[config.mk]
export PLATFORM = sky130hd
export DESIGN_NAME = slkp_panel
export DESIGN_NICKNAME = d
export VERILOG_FILES = /design/src/hdl/slkp_pkg.sv /design/src/hdl/slkp_btn_if.sv /design/src/hdl/slkp_btn_sync.sv /design/src/hdl/slkp_flash.sv /design/src/hdl/slkp_panel.sv
export SDC_FILE = /design/constraint.sdc
export NUM_CORES = 1
export LEC_CHECK = 0
export BUFFER_PORTS_ARGS = -buffer_cell sky130_fd_sc_hd__buf_4
export CAP_MARGIN = 5
export CORE_ASPECT_RATIO = 2
export CORE_MARGIN = 2
export CORE_UTILIZATION = 30
export CTS_BUF_LIST = sky130_fd_sc_hd__clkbuf_4
export DETAILED_ROUTE_END_ITERATION = 12
export PLACE_DENSITY = 0.48
export SYNTH_ARGS = -nofsm -noshare
export SYNTH_HDL_FRONTEND = slang
export SYNTH_SLANG_ARGS = --single-unit
[constraint.sdc]
create_clock -name clk -period 2.7 [get_ports clk]
set_clock_uncertainty 0.1 [all_clocks]
set_input_delay 0.675 -clock clk [delete_from_list [all_inputs] [get_ports clk]]
set_output_delay 0.675 -clock clk [all_outputs]
set_load 0.05 [all_outputs]
[src/hdl/slkp_pkg.sv]
// Constants and types of the status LED and keypad panel
//
// Behaviour
// - Power LED steady when supplied and ready
// - Power LED flashes while link is established
// - Output 1 LED follows switching output 1
// - Output 2 LED: output 2, or in-scale in analog role
// - Teach-in running: both output LEDs flash together
// - Teach fail 5 s alternate; fault alternates
// - Confirm opens, accepts, descends; cursor right
// - Cancel goes up a level; cursor left
// - Up steps screen; increments digit
// - Down steps screen; decrements digit
// - Hold up and down >3 s toggles lock
// - Padlock symbol shown while locked
// - Software command sets or clears lock
// - Line 1 is switch output or link
// - Line 2 analog, switch 2 or inverted
`default_nettype none
package slkp_pkg;
   // ****************************************************************
   // Timing
   // ****************************************************************
   localparam int CLK_HZ = 100_000_000;
   localparam int LOCK_HOLD_MS = 3000;
   localparam int TEACH_FAIL_MS = 5000;
   localparam int FLASH_HALF_MS = 250;
   localparam int LOCK_HOLD_CYC = LOCK_HOLD_MS * (CLK_HZ / 1000);
   localparam int TEACH_FAIL_CYC = TEACH_FAIL_MS * (CLK_HZ / 1000);
   localparam int FLASH_HALF_CYC = FLASH_HALF_MS * (CLK_HZ / 1000);
   // ****************************************************************
   // Register offsets
   // ****************************************************************
   localparam logic [7:0] OFS_CTRL = 8'h00;
   localparam logic [7:0] OFS_OUTS = 8'h04;
   localparam logic [7:0] OFS_TEACH = 8'h08;
   localparam logic [7:0] OFS_NEARFAR = 8'h0c;
   localparam logic [7:0] OFS_LOCK = 8'h10;
   localparam logic [7:0] OFS_PANEL = 8'h14;
   localparam logic [7:0] OFS_VALUE = 8'h18;
   localparam logic [7:0] OFS_ISTAT = 8'h1c;
   localparam logic [7:0] OFS_IMASK = 8'h20;
   // ****************************************************************
   // Field positions
   // ****************************************************************
   localparam int CTRL_READY = 0;
   localparam int CTRL_LINK = 1;
   localparam int CTRL_Q1LINK = 2;
   localparam int CTRL_Q2ROLE = 3;
   localparam int CTRL_FAULT = 5;
   localparam int OUTS_SW1 = 0;
   localparam int OUTS_SW2 = 1;
   localparam int OUTS_INSCALE = 2;
   localparam int TEACH_BUSY = 0;
   localparam int TEACH_MEASOK = 1;
   localparam int TEACH_DONE = 2;
   localparam int LOCK_SET = 0;
   localparam int LOCK_CLR = 1;
   localparam int IRQ_KEY = 0;
   localparam int IRQ_LOCK = 1;
   localparam int IRQ_TEACHFAIL = 2;
   localparam int IRQ_FAULT = 3;
   localparam int IRQ_BITS = 4;
   // ****************************************************************
   // Reset values and panel sizes
   // ****************************************************************
   localparam logic [5:0] CTRL_RESET = 6'h00;
   localparam logic [3:0] IMASK_RESET = 4'h0;
   localparam int NUM_BTN = 4;
   localparam int BTN_OK = 0;
   localparam int BTN_ESC = 1;
   localparam int BTN_UP = 2;
   localparam int BTN_DN = 3;
   localparam int MENU_LEVELS = 3;
   localparam int MENU_SCREENS = 4;
   localparam int NUM_DIGITS = 4;
   typedef enum logic [1:0] {Q2_ANALOG, Q2_SWITCH, Q2_INV_Q1} slkp_q2role_e;
endpackage : slkp_pkg
`default_nettype wire

[src/hdl/slkp_btn_if.sv]
// Debounced button levels and press pulses between panel modules
`default_nettype none
interface slkp_btn_if #(parameter int N = 4);
   logic [N-1:0] level;
   logic [N-1:0] press;
   modport src (output level, press);
   modport dst (input level, press);
endinterface : slkp_btn_if
`default_nettype wire

[src/hdl/slkp_btn_sync.sv]
// Button synchroniser with agreement filter and press pulses
`default_nettype none
module slkp_btn_sync
   import slkp_pkg::*;
#(
   parameter int N = NUM_BTN
) (
   // Clock and reset
   input wire logic clk,
   input wire logic reset_n,
   // Button pins, high while pressed
   input wire logic [N-1:0] btnPin,
   // Filtered buttons
   slkp_btn_if.src btn
);
   typedef struct packed {
      logic [N-1:0] s1;
      logic [N-1:0] s2;
      logic [N-1:0] s3;
      logic [N-1:0] level;
      logic [N-1:0] press;
   } slkp_sync_s;

   slkp_sync_s st_r;
   slkp_sync_s st_nxt;

   always_comb begin
      st_nxt = st_r;
      st_nxt.s1 = btnPin;
      st_nxt.s2 = st_r.s1;
      st_nxt.s3 = st_r.s2;
      // A change counts once stages two and three agree
      for (int i = 0; i < N; i++) begin
         if (st_r.s2[i] == st_r.s3[i]) begin
            st_nxt.level[i] = st_r.s3[i];
         end
      end
      st_nxt.press = st_nxt.level & ~st_r.level;
   end

   always_ff @(posedge clk or negedge reset_n) begin
      if (!reset_n) begin
         st_r <= '0;
      end else begin
         st_r <= st_nxt;
      end
   end

   assign btn.level = st_r.level;
   assign btn.press = st_r.press;
endmodule // slkp_btn_sync
`default_nettype wire

[src/hdl/slkp_flash.sv]
// Flash phase generator for the indicator LEDs
`default_nettype none
module slkp_flash
   import slkp_pkg::*;
#(
   parameter int HALF_CYC = FLASH_HALF_CYC
) (
   // Clock and reset
   input wire logic clk,
   input wire logic reset_n,
   // Square wave, HALF_CYC cycles per half
   output logic phase
);
   typedef struct packed {
      logic [31:0] cnt;
      logic phase;
   } slkp_flash_s;

   slkp_flash_s st_r;
   slkp_flash_s st_nxt;

   always_comb begin
      st_nxt = st_r;
      if (st_r.cnt == 32'(HALF_CYC - 1)) begin
         st_nxt.cnt = '0;
         st_nxt.phase = ~st_r.phase;
      end else begin
         st_nxt.cnt = st_r.cnt + 32'h1;
      end
   end

   always_ff @(posedge clk or negedge reset_n) begin
      if (!reset_n) begin
         st_r <= '0;
      end else begin
         st_r <= st_nxt;
      end
   end

   assign phase = st_r.phase;
endmodule // slkp_flash
`default_nettype wire

[src/hdl/slkp_panel.sv]
// Front panel: indicator LEDs, keypad menu, keypad lock, APB registers
//
// Chosen here: the placing of the registers and the APB interface to the registers.
`default_nettype none
module slkp_panel
   import slkp_pkg::*;
#(
   parameter int HOLD_CYC = LOCK_HOLD_CYC,
   parameter int FAIL_CYC = TEACH_FAIL_CYC,
   parameter int HALF_CYC = FLASH_HALF_CYC
) (
   // Clock and reset
   input wire logic clk,
   input wire logic reset_n,
   // APB slave
   input wire logic psel,
   input wire logic penable,
   input wire logic pwrite,
   input wire logic [7:0] paddr,
   input wire logic [31:0] pwdata,
   output logic [31:0] prdata,
   output logic pready,
   output logic pslverr,
   // Buttons: confirm, cancel, up, down; high while pressed
   input wire logic [NUM_BTN-1:0] btnPin,
   // Link transceiver on output line 1
   input wire logic ioLinkTx,
   input wire logic ioLinkTxEn,
   input wire logic swOutPrimaryIn,
   // Output lines
   output logic swOutPrimary,
   output logic swOutPrimaryOe_n,
   output logic swOutSecondary,
   output logic analogOutputEn,
   // Indicators
   output logic powerIndicator,
   output logic ledOut1,
   output logic ledOut2,
   output logic padlockOn,
   // Interrupt
   output logic irq
);
   // ****************************************************************
   // State
   // ****************************************************************
   typedef struct packed {
      logic [5:0] ctrl;
      logic [2:0] outs;
      logic [1:0] teach;
      logic [15:0] nearVal;
      logic [15:0] farVal;
      logic locked;
      logic [31:0] holdCnt;
      logic holdDone;
      logic [31:0] failCnt;
      logic [1:0] level;
      logic [1:0] screen;
      logic numEntry;
      logic [1:0] cursor;
      logic [15:0] digits;
      logic [IRQ_BITS-1:0] istat;
      logic [IRQ_BITS-1:0] imask;
      logic [31:0] rdData;
      logic [4:0] leds;
      logic [2:0] lines;
   } slkp_panel_s;

   slkp_panel_s st_r;
   slkp_panel_s st_nxt;

   slkp_btn_if #(.N(NUM_BTN)) btn ();
   logic phase;

   slkp_btn_sync #(.N(NUM_BTN)) slkp_btn_sync_inst (
      .clk(clk),
      .reset_n(reset_n),
      .btnPin(btnPin),
      .btn(btn)
   );

   slkp_flash #(.HALF_CYC(HALF_CYC)) slkp_flash_inst (
      .clk(clk),
      .reset_n(reset_n),
      .phase(phase)
   );

   // ****************************************************************
   // Helpers
   // ****************************************************************
   function automatic logic [3:0] digitStep(input logic [3:0] d, input logic up);
      logic [3:0] r;
      r = d;
      if (up) begin
         r = (d >= 4'h9) ? 4'h0 : d + 4'h1;
      end else begin
         r = (d == 4'h0 || d > 4'h9) ? 4'h9 : d - 4'h1;
      end
      return r;
   endfunction

   function automatic logic isMapped(input logic [7:0] a);
      return a == OFS_CTRL || a == OFS_OUTS || a == OFS_TEACH ||
         a == OFS_NEARFAR || a == OFS_LOCK || a == OFS_PANEL ||
         a == OFS_VALUE || a == OFS_ISTAT || a == OFS_IMASK;
   endfunction

   logic setupPh;
   logic wrAcc;
   logic rdAcc;
   assign setupPh = psel && !penable;
   assign wrAcc = psel && penable && pwrite && isMapped(paddr);
   assign rdAcc = psel && penable && !pwrite;

   // ****************************************************************
   // Next state
   // ****************************************************************
   always_comb begin
      logic [IRQ_BITS-1:0] ev;
      logic chord;
      logic teachFail;
      logic [3:0] dsel;
      logic failShow;
      logic flt;
      logic [1:0] role;
      ev = '0;
      chord = btn.level[BTN_UP] && btn.level[BTN_DN];
      teachFail = 1'b0;
      dsel = 4'h0;
      failShow = 1'b0;
      flt = 1'b0;
      role = 2'h0;
      st_nxt = st_r;

      // Register writes in the access phase
      if (wrAcc) begin
         unique case (paddr)
            OFS_CTRL: begin
               st_nxt.ctrl = pwdata[5:0];
               if (pwdata[CTRL_FAULT] && !st_r.ctrl[CTRL_FAULT]) begin
                  ev[IRQ_FAULT] = 1'b1;
               end
            end
            OFS_OUTS: st_nxt.outs = pwdata[2:0];
            OFS_TEACH: begin
               st_nxt.teach = pwdata[1:0];
               if (pwdata[TEACH_DONE]) begin
                  teachFail = !pwdata[TEACH_MEASOK] || st_r.nearVal == st_r.farVal;
               end
            end
            OFS_NEARFAR: begin
               st_nxt.nearVal = pwdata[15:0];
               st_nxt.farVal = pwdata[31:16];
            end
            OFS_IMASK: st_nxt.imask = pwdata[IRQ_BITS-1:0];
            default: ;
         endcase
      end

      if (teachFail) begin
         st_nxt.failCnt = 32'(FAIL_CYC);
         ev[IRQ_TEACHFAIL] = 1'b1;
      end else if (st_r.failCnt != 32'h0) begin
         st_nxt.failCnt = st_r.failCnt - 32'h1;
      end

      if (chord) begin
         if (!st_r.holdDone) begin
            if (st_r.holdCnt == 32'(HOLD_CYC)) begin
               st_nxt.holdDone = 1'b1;
               st_nxt.locked = ~st_r.locked;
               ev[IRQ_LOCK] = 1'b1;
            end else begin
               st_nxt.holdCnt = st_r.holdCnt + 32'h1;
            end
         end
      end else begin
         st_nxt.holdCnt = '0;
         st_nxt.holdDone = 1'b0;
      end

      if (wrAcc && paddr == OFS_LOCK) begin
         if (pwdata[LOCK_SET]) begin
            st_nxt.locked = 1'b1;
         end else if (pwdata[LOCK_CLR]) begin
            st_nxt.locked = 1'b0;
         end
      end

      // Navigation only while unlocked and no chord
      dsel = st_r.digits[{st_r.cursor, 2'b00} +: 4];
      if (!st_r.locked && !chord) begin
         if (btn.press[BTN_OK]) begin
            ev[IRQ_KEY] = 1'b1;
            if (st_r.numEntry) begin
               if (st_r.cursor == 2'(NUM_DIGITS - 1)) begin
                  st_nxt.numEntry = 1'b0;
               end else begin
                  st_nxt.cursor = st_r.cursor + 2'h1;
               end
            end else if (st_r.level < 2'(MENU_LEVELS - 1)) begin
               st_nxt.level = st_r.level + 2'h1;
               st_nxt.screen = '0;
            end else begin
               st_nxt.numEntry = 1'b1;
               st_nxt.cursor = '0;
            end
         end else if (btn.press[BTN_ESC]) begin
            ev[IRQ_KEY] = 1'b1;
            if (st_r.numEntry) begin
               if (st_r.cursor == 2'h0) begin
                  st_nxt.numEntry = 1'b0;
               end else begin
                  st_nxt.cursor = st_r.cursor - 2'h1;
               end
            end else if (st_r.level != 2'h0) begin
               st_nxt.level = st_r.level - 2'h1;
               st_nxt.screen = '0;
            end
         end else if (btn.press[BTN_UP]) begin
            ev[IRQ_KEY] = 1'b1;
            if (st_r.numEntry) begin
               st_nxt.digits[{st_r.cursor, 2'b00} +: 4] = digitStep(dsel, 1'b1);
            end else begin
               st_nxt.screen = st_r.screen + 2'h1;
            end
         end else if (btn.press[BTN_DN]) begin
            ev[IRQ_KEY] = 1'b1;
            if (st_r.numEntry) begin
               st_nxt.digits[{st_r.cursor, 2'b00} +: 4] = digitStep(dsel, 1'b0);
            end else begin
               st_nxt.screen = st_r.screen - 2'h1;
            end
         end
      end

      // Read data captured in setup, so the reported bits are the ones cleared
      if (setupPh) begin
         unique case (paddr)
            OFS_CTRL: st_nxt.rdData = 32'(st_r.ctrl);
            OFS_OUTS: st_nxt.rdData = 32'(st_r.outs);
            OFS_TEACH: st_nxt.rdData = 32'(st_r.teach);
            OFS_NEARFAR: st_nxt.rdData = {st_r.farVal, st_r.nearVal};
            OFS_LOCK: st_nxt.rdData = 32'(st_r.locked);
            OFS_PANEL: st_nxt.rdData = 32'({swOutPrimaryIn, st_r.failCnt != 32'h0,
               st_r.cursor, st_r.numEntry, st_r.screen, st_r.level});
            OFS_VALUE: st_nxt.rdData = 32'(st_r.digits);
            OFS_ISTAT: st_nxt.rdData = 32'(st_r.istat);
            OFS_IMASK: st_nxt.rdData = 32'(st_r.imask);
            default: st_nxt.rdData = '0;
         endcase
      end

      // Read clears reported bits; a new event wins
      st_nxt.istat = st_r.istat | ev;
      if (rdAcc && paddr == OFS_ISTAT) begin
         st_nxt.istat = (st_r.istat & ~st_r.rdData[IRQ_BITS-1:0]) | ev;
      end

      // ************************************************************
      // Indicators
      // ************************************************************
      failShow = st_r.failCnt != 32'h0;
      flt = st_r.ctrl[CTRL_FAULT];
      // Power steady / dark, flashes on link
      st_nxt.leds[0] = st_r.ctrl[CTRL_READY] && (!st_r.ctrl[CTRL_LINK] || phase);
      if (st_r.teach[TEACH_BUSY]) begin
         st_nxt.leds[1] = phase;
         st_nxt.leds[2] = phase;
      end else if (failShow || flt) begin
         st_nxt.leds[1] = phase;
         st_nxt.leds[2] = ~phase;
      end else begin
         st_nxt.leds[1] = st_r.outs[OUTS_SW1];
         st_nxt.leds[2] = st_r.outs[OUTS_SW2] ||
            (st_r.ctrl[CTRL_Q2ROLE +: 2] == 2'(Q2_ANALOG) && st_r.outs[OUTS_INSCALE]);
      end
      st_nxt.leds[3] = st_nxt.locked;
      st_nxt.leds[4] = |(st_r.istat & st_r.imask);

      // ************************************************************
      // Output lines
      // ************************************************************
      // Line 1 role select
      if (st_r.ctrl[CTRL_Q1LINK]) begin
         st_nxt.lines[0] = ioLinkTx;
         st_nxt.leds[4] = st_nxt.leds[4];
      end else begin
         st_nxt.lines[0] = st_r.outs[OUTS_SW1];
      end
      // Line 2 role select; unused code behaves as analog
      role = st_r.ctrl[CTRL_Q2ROLE +: 2];
      if (role == 2'(Q2_SWITCH)) begin
         st_nxt.lines[1] = st_r.outs[OUTS_SW2];
         st_nxt.lines[2] = 1'b0;
      end else if (role == 2'(Q2_INV_Q1)) begin
         st_nxt.lines[1] = ~st_r.outs[OUTS_SW1];
         st_nxt.lines[2] = 1'b0;
      end else begin
         st_nxt.lines[1] = 1'b0;
         st_nxt.lines[2] = 1'b1;
      end
   end

   // ****************************************************************
   // Registers
   // ****************************************************************
   always_ff @(posedge clk or negedge reset_n) begin
      if (!reset_n) begin
         st_r <= '0;
         st_r.ctrl <= CTRL_RESET;
         st_r.imask <= IMASK_RESET;
         st_r.lines[2] <= 1'b1;
      end else begin
         st_r <= st_nxt;
      end
   end

   // ****************************************************************
   // Outputs
   // ****************************************************************
   assign prdata = st_r.rdData;
   assign pready = psel && penable;
   assign pslverr = psel && penable && !isMapped(paddr);
   assign swOutPrimary = st_r.lines[0];
   // Push-pull always drives; in link role the transceiver releases it
   assign swOutPrimaryOe_n = st_r.ctrl[CTRL_Q1LINK] && !ioLinkTxEn;
   assign swOutSecondary = st_r.lines[1];
   assign analogOutputEn = st_r.lines[2];
   assign powerIndicator = st_r.leds[0];
   assign ledOut1 = st_r.leds[1];
   assign ledOut2 = st_r.leds[2];
   assign padlockOn = st_r.leds[3];
   assign irq = st_r.leds[4];
endmodule // slkp_panel
`default_nettype wire

After elaboration in Yosys (flattened, before gate mapping)
Cells that the tools add are included.
{"block": "classes", "addsub": 12, "n_eq_ne": 31, "shift": 4, "n_bitwise": 12, "n_lt_le_gt_ge": 3, "muxes": 75, "n_reduce_logical": 60}
{"operator": "32-bit case mux with 9 select lines", "n": 1}
{"operator": "32-bit two-way mux", "n": 4}
{"operator": "4-bit two-way mux", "n": 18}
{"operator": "32-bit by 1-bit adder with 32-bit output, second input constant", "n": 2}
{"operator": "16-bit two-way mux", "n": 4}
{"operator": "34-bit two-way mux", "n": 1}
{"operator": "33-bit two-way mux", "n": 1}
{"operator": "16-bit bitwise mux", "n": 2}
{"operator": "32-bit by 25-bit equality test with 1-bit output, second input constant", "n": 1}
{"operator": "32-bit by 29-bit equality test with 1-bit output, second input constant", "n": 1}
{"operator": "8-bit by 5-bit equality test with 1-bit output, second input constant", "n": 4}
{"operator": "32-bit nonzero test", "n": 1}
{"operator": "4-bit by 6-bit indexed part select with 16-bit output", "n": 2}
{"operator": "32-bit by 1-bit subtractor with 32-bit output, second input constant", "n": 1}
{"operator": "1-bit two-way mux", "n": 27}
{"operator": "2-bit two-way mux", "n": 12}
{"operator": "2-bit != test, second input constant", "n": 10}
{"operator": "6-bit AND reduction", "n": 3}
{"operator": "16-bit equality test", "n": 1}
{"operator": "8-bit by 4-bit equality test with 1-bit output, second input constant", "n": 2}
{"operator": "4-bit by 6-bit variable shift with 16-bit output, first input constant", "n": 1}
{"operator": "16-bit by 5-bit indexed part select with 4-bit output", "n": 1}
{"operator": "1-bit logical AND", "n": 14}
{"operator": "2-bit AND reduction", "n": 7}
{"operator": "30 further kinds", "n": 76}
{"block": "word_totals", "regBits": 233}

Longest topological paths before layout
{"block": "logic_depth", "ltp_word": 15, "mapped_depth": 9, "depth_no_buf": 8}

Cells and area by module
Synthesis repeated with hierarchy kept, for this count alone.
{"block": "hier_totals", "cells_unflattened": 1171, "area_unflattened_um2": 11898.9}
{"mod": "slkp_panel", "cells_each": 972, "n_inst": 1, "area_each_um2": 9556.7}
{"mod": "slkp_flash", "cells_each": 163, "n_inst": 1, "area_each_um2": 1696.6}
{"mod": "slkp_btn_sync", "cells_each": 36, "n_inst": 1, "area_each_um2": 645.6}

Worst setup path after synthesis
No wires, ideal clock.
{"block": "synth_timing", "path_kind": "input to register", "start": "input paddr[1]", "end": "register st_r, in the netlist prdata[22]", "cell_stages": 8, "arrival_ps": 2531, "path_buffers": 3, "t_required_ps": 2535, "path_slack_ps": 3, "path_cell_list": "or4_1 -> clkbuf_1 -> nor3_2 -> and3_1 -> and3_1 -> clkbuf_2 -> buf_2 -> a22o_1"}
{"block": "synth_via", "elab_chain_cells": 2}
{"element": "start, declared", "line": "slkp_panel.sv:19", "source": "input wire logic [7:0] paddr,"}
{"element": "8-bit by 6-bit equality test with 1-bit output (tied with other cells)", "line": "slkp_panel.sv:238", "source": "unique case (paddr)"}
{"element": "32-bit case mux with 9 select lines (*)", "line": "slkp_panel.sv:238"}
{"element": "end signal, assigned", "line": "slkp_panel.sv:314", "source": "st_r <= st_nxt;"}
{"element": "end, declared", "line": "slkp_panel.sv:68", "source": "slkp_panel_s st_r;"}
Mark *: on every way between the ends. The rest lies on a longest branch, timed or not.
A chain may end at the register's enable or synchronous reset.

Worst setup path after layout
{"block": "layout_timing", "start": "register st_r[73] in the netlist's numbering", "end": "register st_r[88] in the netlist's numbering"}
{"block": "layout_via", "elab_chain_cells": 3}
{"element": "32-bit by 1-bit subtractor with 32-bit output", "line": "slkp_panel.sv:163", "source": "st_nxt.failCnt = st_r.failCnt - 32'h1;"}
{"element": "32-bit two-way mux", "line": "slkp_panel.sv:162", "source": "end else if (st_r.failCnt != 32'h0) begin"}
{"element": "32-bit two-way mux", "line": "slkp_panel.sv:159", "source": "if (teachFail) begin"}
Several ways; a longest one is shown, not always the timed one. The select of a mux whose other input is x is not followed.

==> flow_summary.ini <==
[worst_hold_path]
min_path_type = in2reg
hold_depth = 2

[cts]
cts_root_buf = clkbuf_4
tritoncts = built
numCtsBuffers = 55
clock_latency_ps = 740
clock_sinks = 232
cts-htree-levels = 2
clockBufferDepth = 3
clkSlewWorstSetupHoldPaths_ps = 80

[pwr]
p_sw_mw = 1.925
finalPower_mw = 7.175
ir_drop_uv = 204.1
netSwitchingFraction_pct = 26.83
leakagePower_nw = 6.114
combPwrFrac_pct = 8.3
p_int_mw = 5.250
cellPowerDensity_nw_per_um2 = 518.3
pwr-share-clk_pct = 40.7
p_seq_share_pct = 51.0

[finish]
drive_gt1_share_pct = 27.24
n_fill_cell = 3822
multi_input_area_um2 = 5194
syn_to_final_growth_pct = 20.80
regArea_um2 = 5807
nets = 1315

[worst_setup_path]
cp.depth = 6
cp_max_fo = 14
critPathRequiredTime_ps = 3220
crit_buf_inv = 1
cpLargestDelayFamily = simple AND/OR/NAND/NOR gates
crit_type = reg2reg
worst_ep_arrival_time_ps = 3180
path_cells = or4_4 > or3_4 > a311o_1 > buf_4 > or4_1 > a21oi_2
crit_path_end_kind = flop
ff2ff_path_depth = 6
startpoint_type = flop
cp_slowest_cell = or4_4
cpPeakStageDelay_ps = 580

[sta]
layout_setup_ws_ps = 32.13
final-setup-viol-count = 0
fmax_mhz = 374.8
tightest_slew_ps = 709.1
relSlewSlack_pct = 52.29
fin_crit_ps = 2668
hold_viol = 0
fin_crit_sh_pct = 98.81
maxSlewViolCount = 0

[floorplanning]
num_io_pins = 95
die_y_um = 280.4
coreArea_um2 = 37790
rows = 101
die_x_um = 142.2
initial_core_util_pct = 30.33
die-area_um2 = 39870

[grt]
grt_busiest_layer = met2
grt_first_pass_wirelength_um = 52560
grt_pass1_vias = 9642
grt_usage_pct = 16.89
grtUsageMet3_pct = 2.287
grt_use_met1_pct = 16.17
antenna_found_initial = 1
use_met2_pct = 33.92
grt_max_degree = 57
overflow = 0

[synth]
syn_avg_cell_area_um2 = 10.60
syn_inst = 1081
synthDistinctLibCells = 69
synth_area_leader_cell = dfrtp_1
syn_area_um2 = 11460
yosysSeqAreaShare_pct = 50.67
yosysTopAreaCellShare_pct = 50.44
synth_warnings = 0
yosys-top-cells-area = dfrtp_1 (50%), mux2_2 (5.2%), xnor2_1 (3.2%)
ys_ff_latch = 232
synth_nets = 1150
synth_edf_count = 0
yosysMostFrequentCell = dfrtp_1
synth-main-ff-cell = dfrtp_1
synth_common_cells = dfrtp_1 (231), nand2_1 (92), nor2_1 (75), mux2_2 (53), o21ai_0 (51)
synth-async-reset-ratio_pct = 100.0

[drt]
wl_per_cell_um = 18.87
drt_wl_total_um = 33130
initialDrtViolationCount = 423
ant_nets = 0
vias_per_cell = 5.113
drc = 0
first_pass_iters = 4
vias = 8978

[status]
status = complete, no violations

[placed_design]
portBuffers = 94
dp_worst_setup_slack_ps = -44.61
gp_congestion = 0.8220
dp_hpwl_um = 24630

[flow_run]
drv_cap = 0
[through the flow]
step                      cells  TNS (ps)  area, um^2  hold WS, ps  util [%]
after floorplan            1081         0       11460        231.2         -
after global placement     1645    -132.7       13020        237.6     34.47
after detailed placement   1645    -186.1       13020        238.5     34.47
after CTS                  1755         0       13820      0.07810     36.57
after global routing       1756    -19.61       13840        34.46     36.64
final                      1756         0       13840        72.79     36.64
[repair_timing]
| item | CTS | global route |
|---|---|---|
| hold buffers | 7 | 0 |
| setup endpoints to repair | 6 | 11 |
| hold endpoints to repair | 56 | 0 |
| buffers inserted | 0 | 0 |
| pin swaps | 0 | 0 |
| gates cloned | 0 | 0 |
| gates resized for setup | 3 | 10 |
[worst register-to-register path: cells and delay by family, from the launching register on]
| kind | cells | cell delay [ps] |
|---|---|---|
| AO/OA/AOI/OAI | 2 | 470 |
| buffers and inverters | 1 | 180 |
| flip-flops | 1 | 390 |
| AND/OR/NAND/NOR | 3 | 1420 |
[area by class of cell]
| cell class | count | area share, % |
|---|---|---|
| Sequential cell | 232 | 41.95 |
| Multi-Input combinational cell | 753 | 37.52 |
| Clock inverter | 19 | 0.5875 |
| Tap cell | 463 | 4.185 |
| Clock buffer | 84 | 4.555 |
| Antenna cell | 1 | 0.01808 |
| Inverter | 23 | 0.6236 |
| Timing Repair Buffer | 181 | 10.57 |
[cell usage in the layout (no fill, tap or decap), types with 20 or more instances in the layout]
master,netlist,layout
nor4_1,20,20
buf_4,32,166
xnor2_1,42,42
nand4_1,38,38
nor2_1,75,75
dfrtp_1,231,231
nand2_1,92,92
a21oi_1,32,29
mux2_2,53,53
clkbuf_4,0,84
inv_1,23,23
o21ai_0,51,48
a22o_1,22,22
xor2_1,39,39
nand3_1,44,44
[layer usage]
metal  share of wire, %  up-vias  wire [um]
met5                  0        -          0
met4                4.4        0       1442
met3                3.2       82       1067
met2                 58      205      19320
met1                 34     4413      11300
li1                   -     4278          -
[path summary, 6_finish.rpt]
path | startpoint | to | slack [ps]
worst min-delay path | pwdata[17] | st_r[138] | 70
max in group asynchronous | reset_n | slkp_btn_sync_inst.st_r[8] | 1370
min in group asynchronous | reset_n | st_r[102] | 370
worst max register to register | st_r[73] | st_r[88] | 30
worst min register to register | slkp_btn_sync_inst.st_nxt[12] | slkp_btn_sync_inst.st_nxt[8] | 250
worst max-delay path | st_r[73] | st_r[88] | 30
[power by group through the flow]
stage | registers, mW | clock network (mW) | logic, mW
6_report | 3.66 | 2.92 | 0.597
5_1_grt | 3.67 | 3.23 | 0.659
4_1_cts | 3.66 | 3.07 | 0.609
3_5_place_dp | 3.72 | 0 | 0.594
3_3_place_gp | 3.72 | 0 | 0.585
2_1_floorplan | 3.71 | 0 | 0.269
[logic make-up (layout without fill, tap and decap cells)]
family,Yosys count,in the layout,synth area share [%]
other,0,1,0
AO/OA/AOI/OAI,192,192,11.68
multiplexers,63,63,6.737
adder cells (fa/ha/maj),19,19,2.031
buffers and inverters,96,307,4.280
AND/OR/NAND/NOR,398,398,18.41
flip-flops,232,232,50.67
XOR/XNOR,81,81,6.191
[flip-flops by register name, summed over array words and instances, names as in the netlist, 4 cells and up]
name,flops
slkp_btn_sync_inst.btn.press,4
slkp_flash_inst.st_r,32
prdata,32
slkp_btn_sync_inst.st_r,4
slkp_btn_sync_inst.st_nxt,8
st_r,139
slkp_btn_sync_inst.btn.level,4
(Power assumes the default switching activity.)
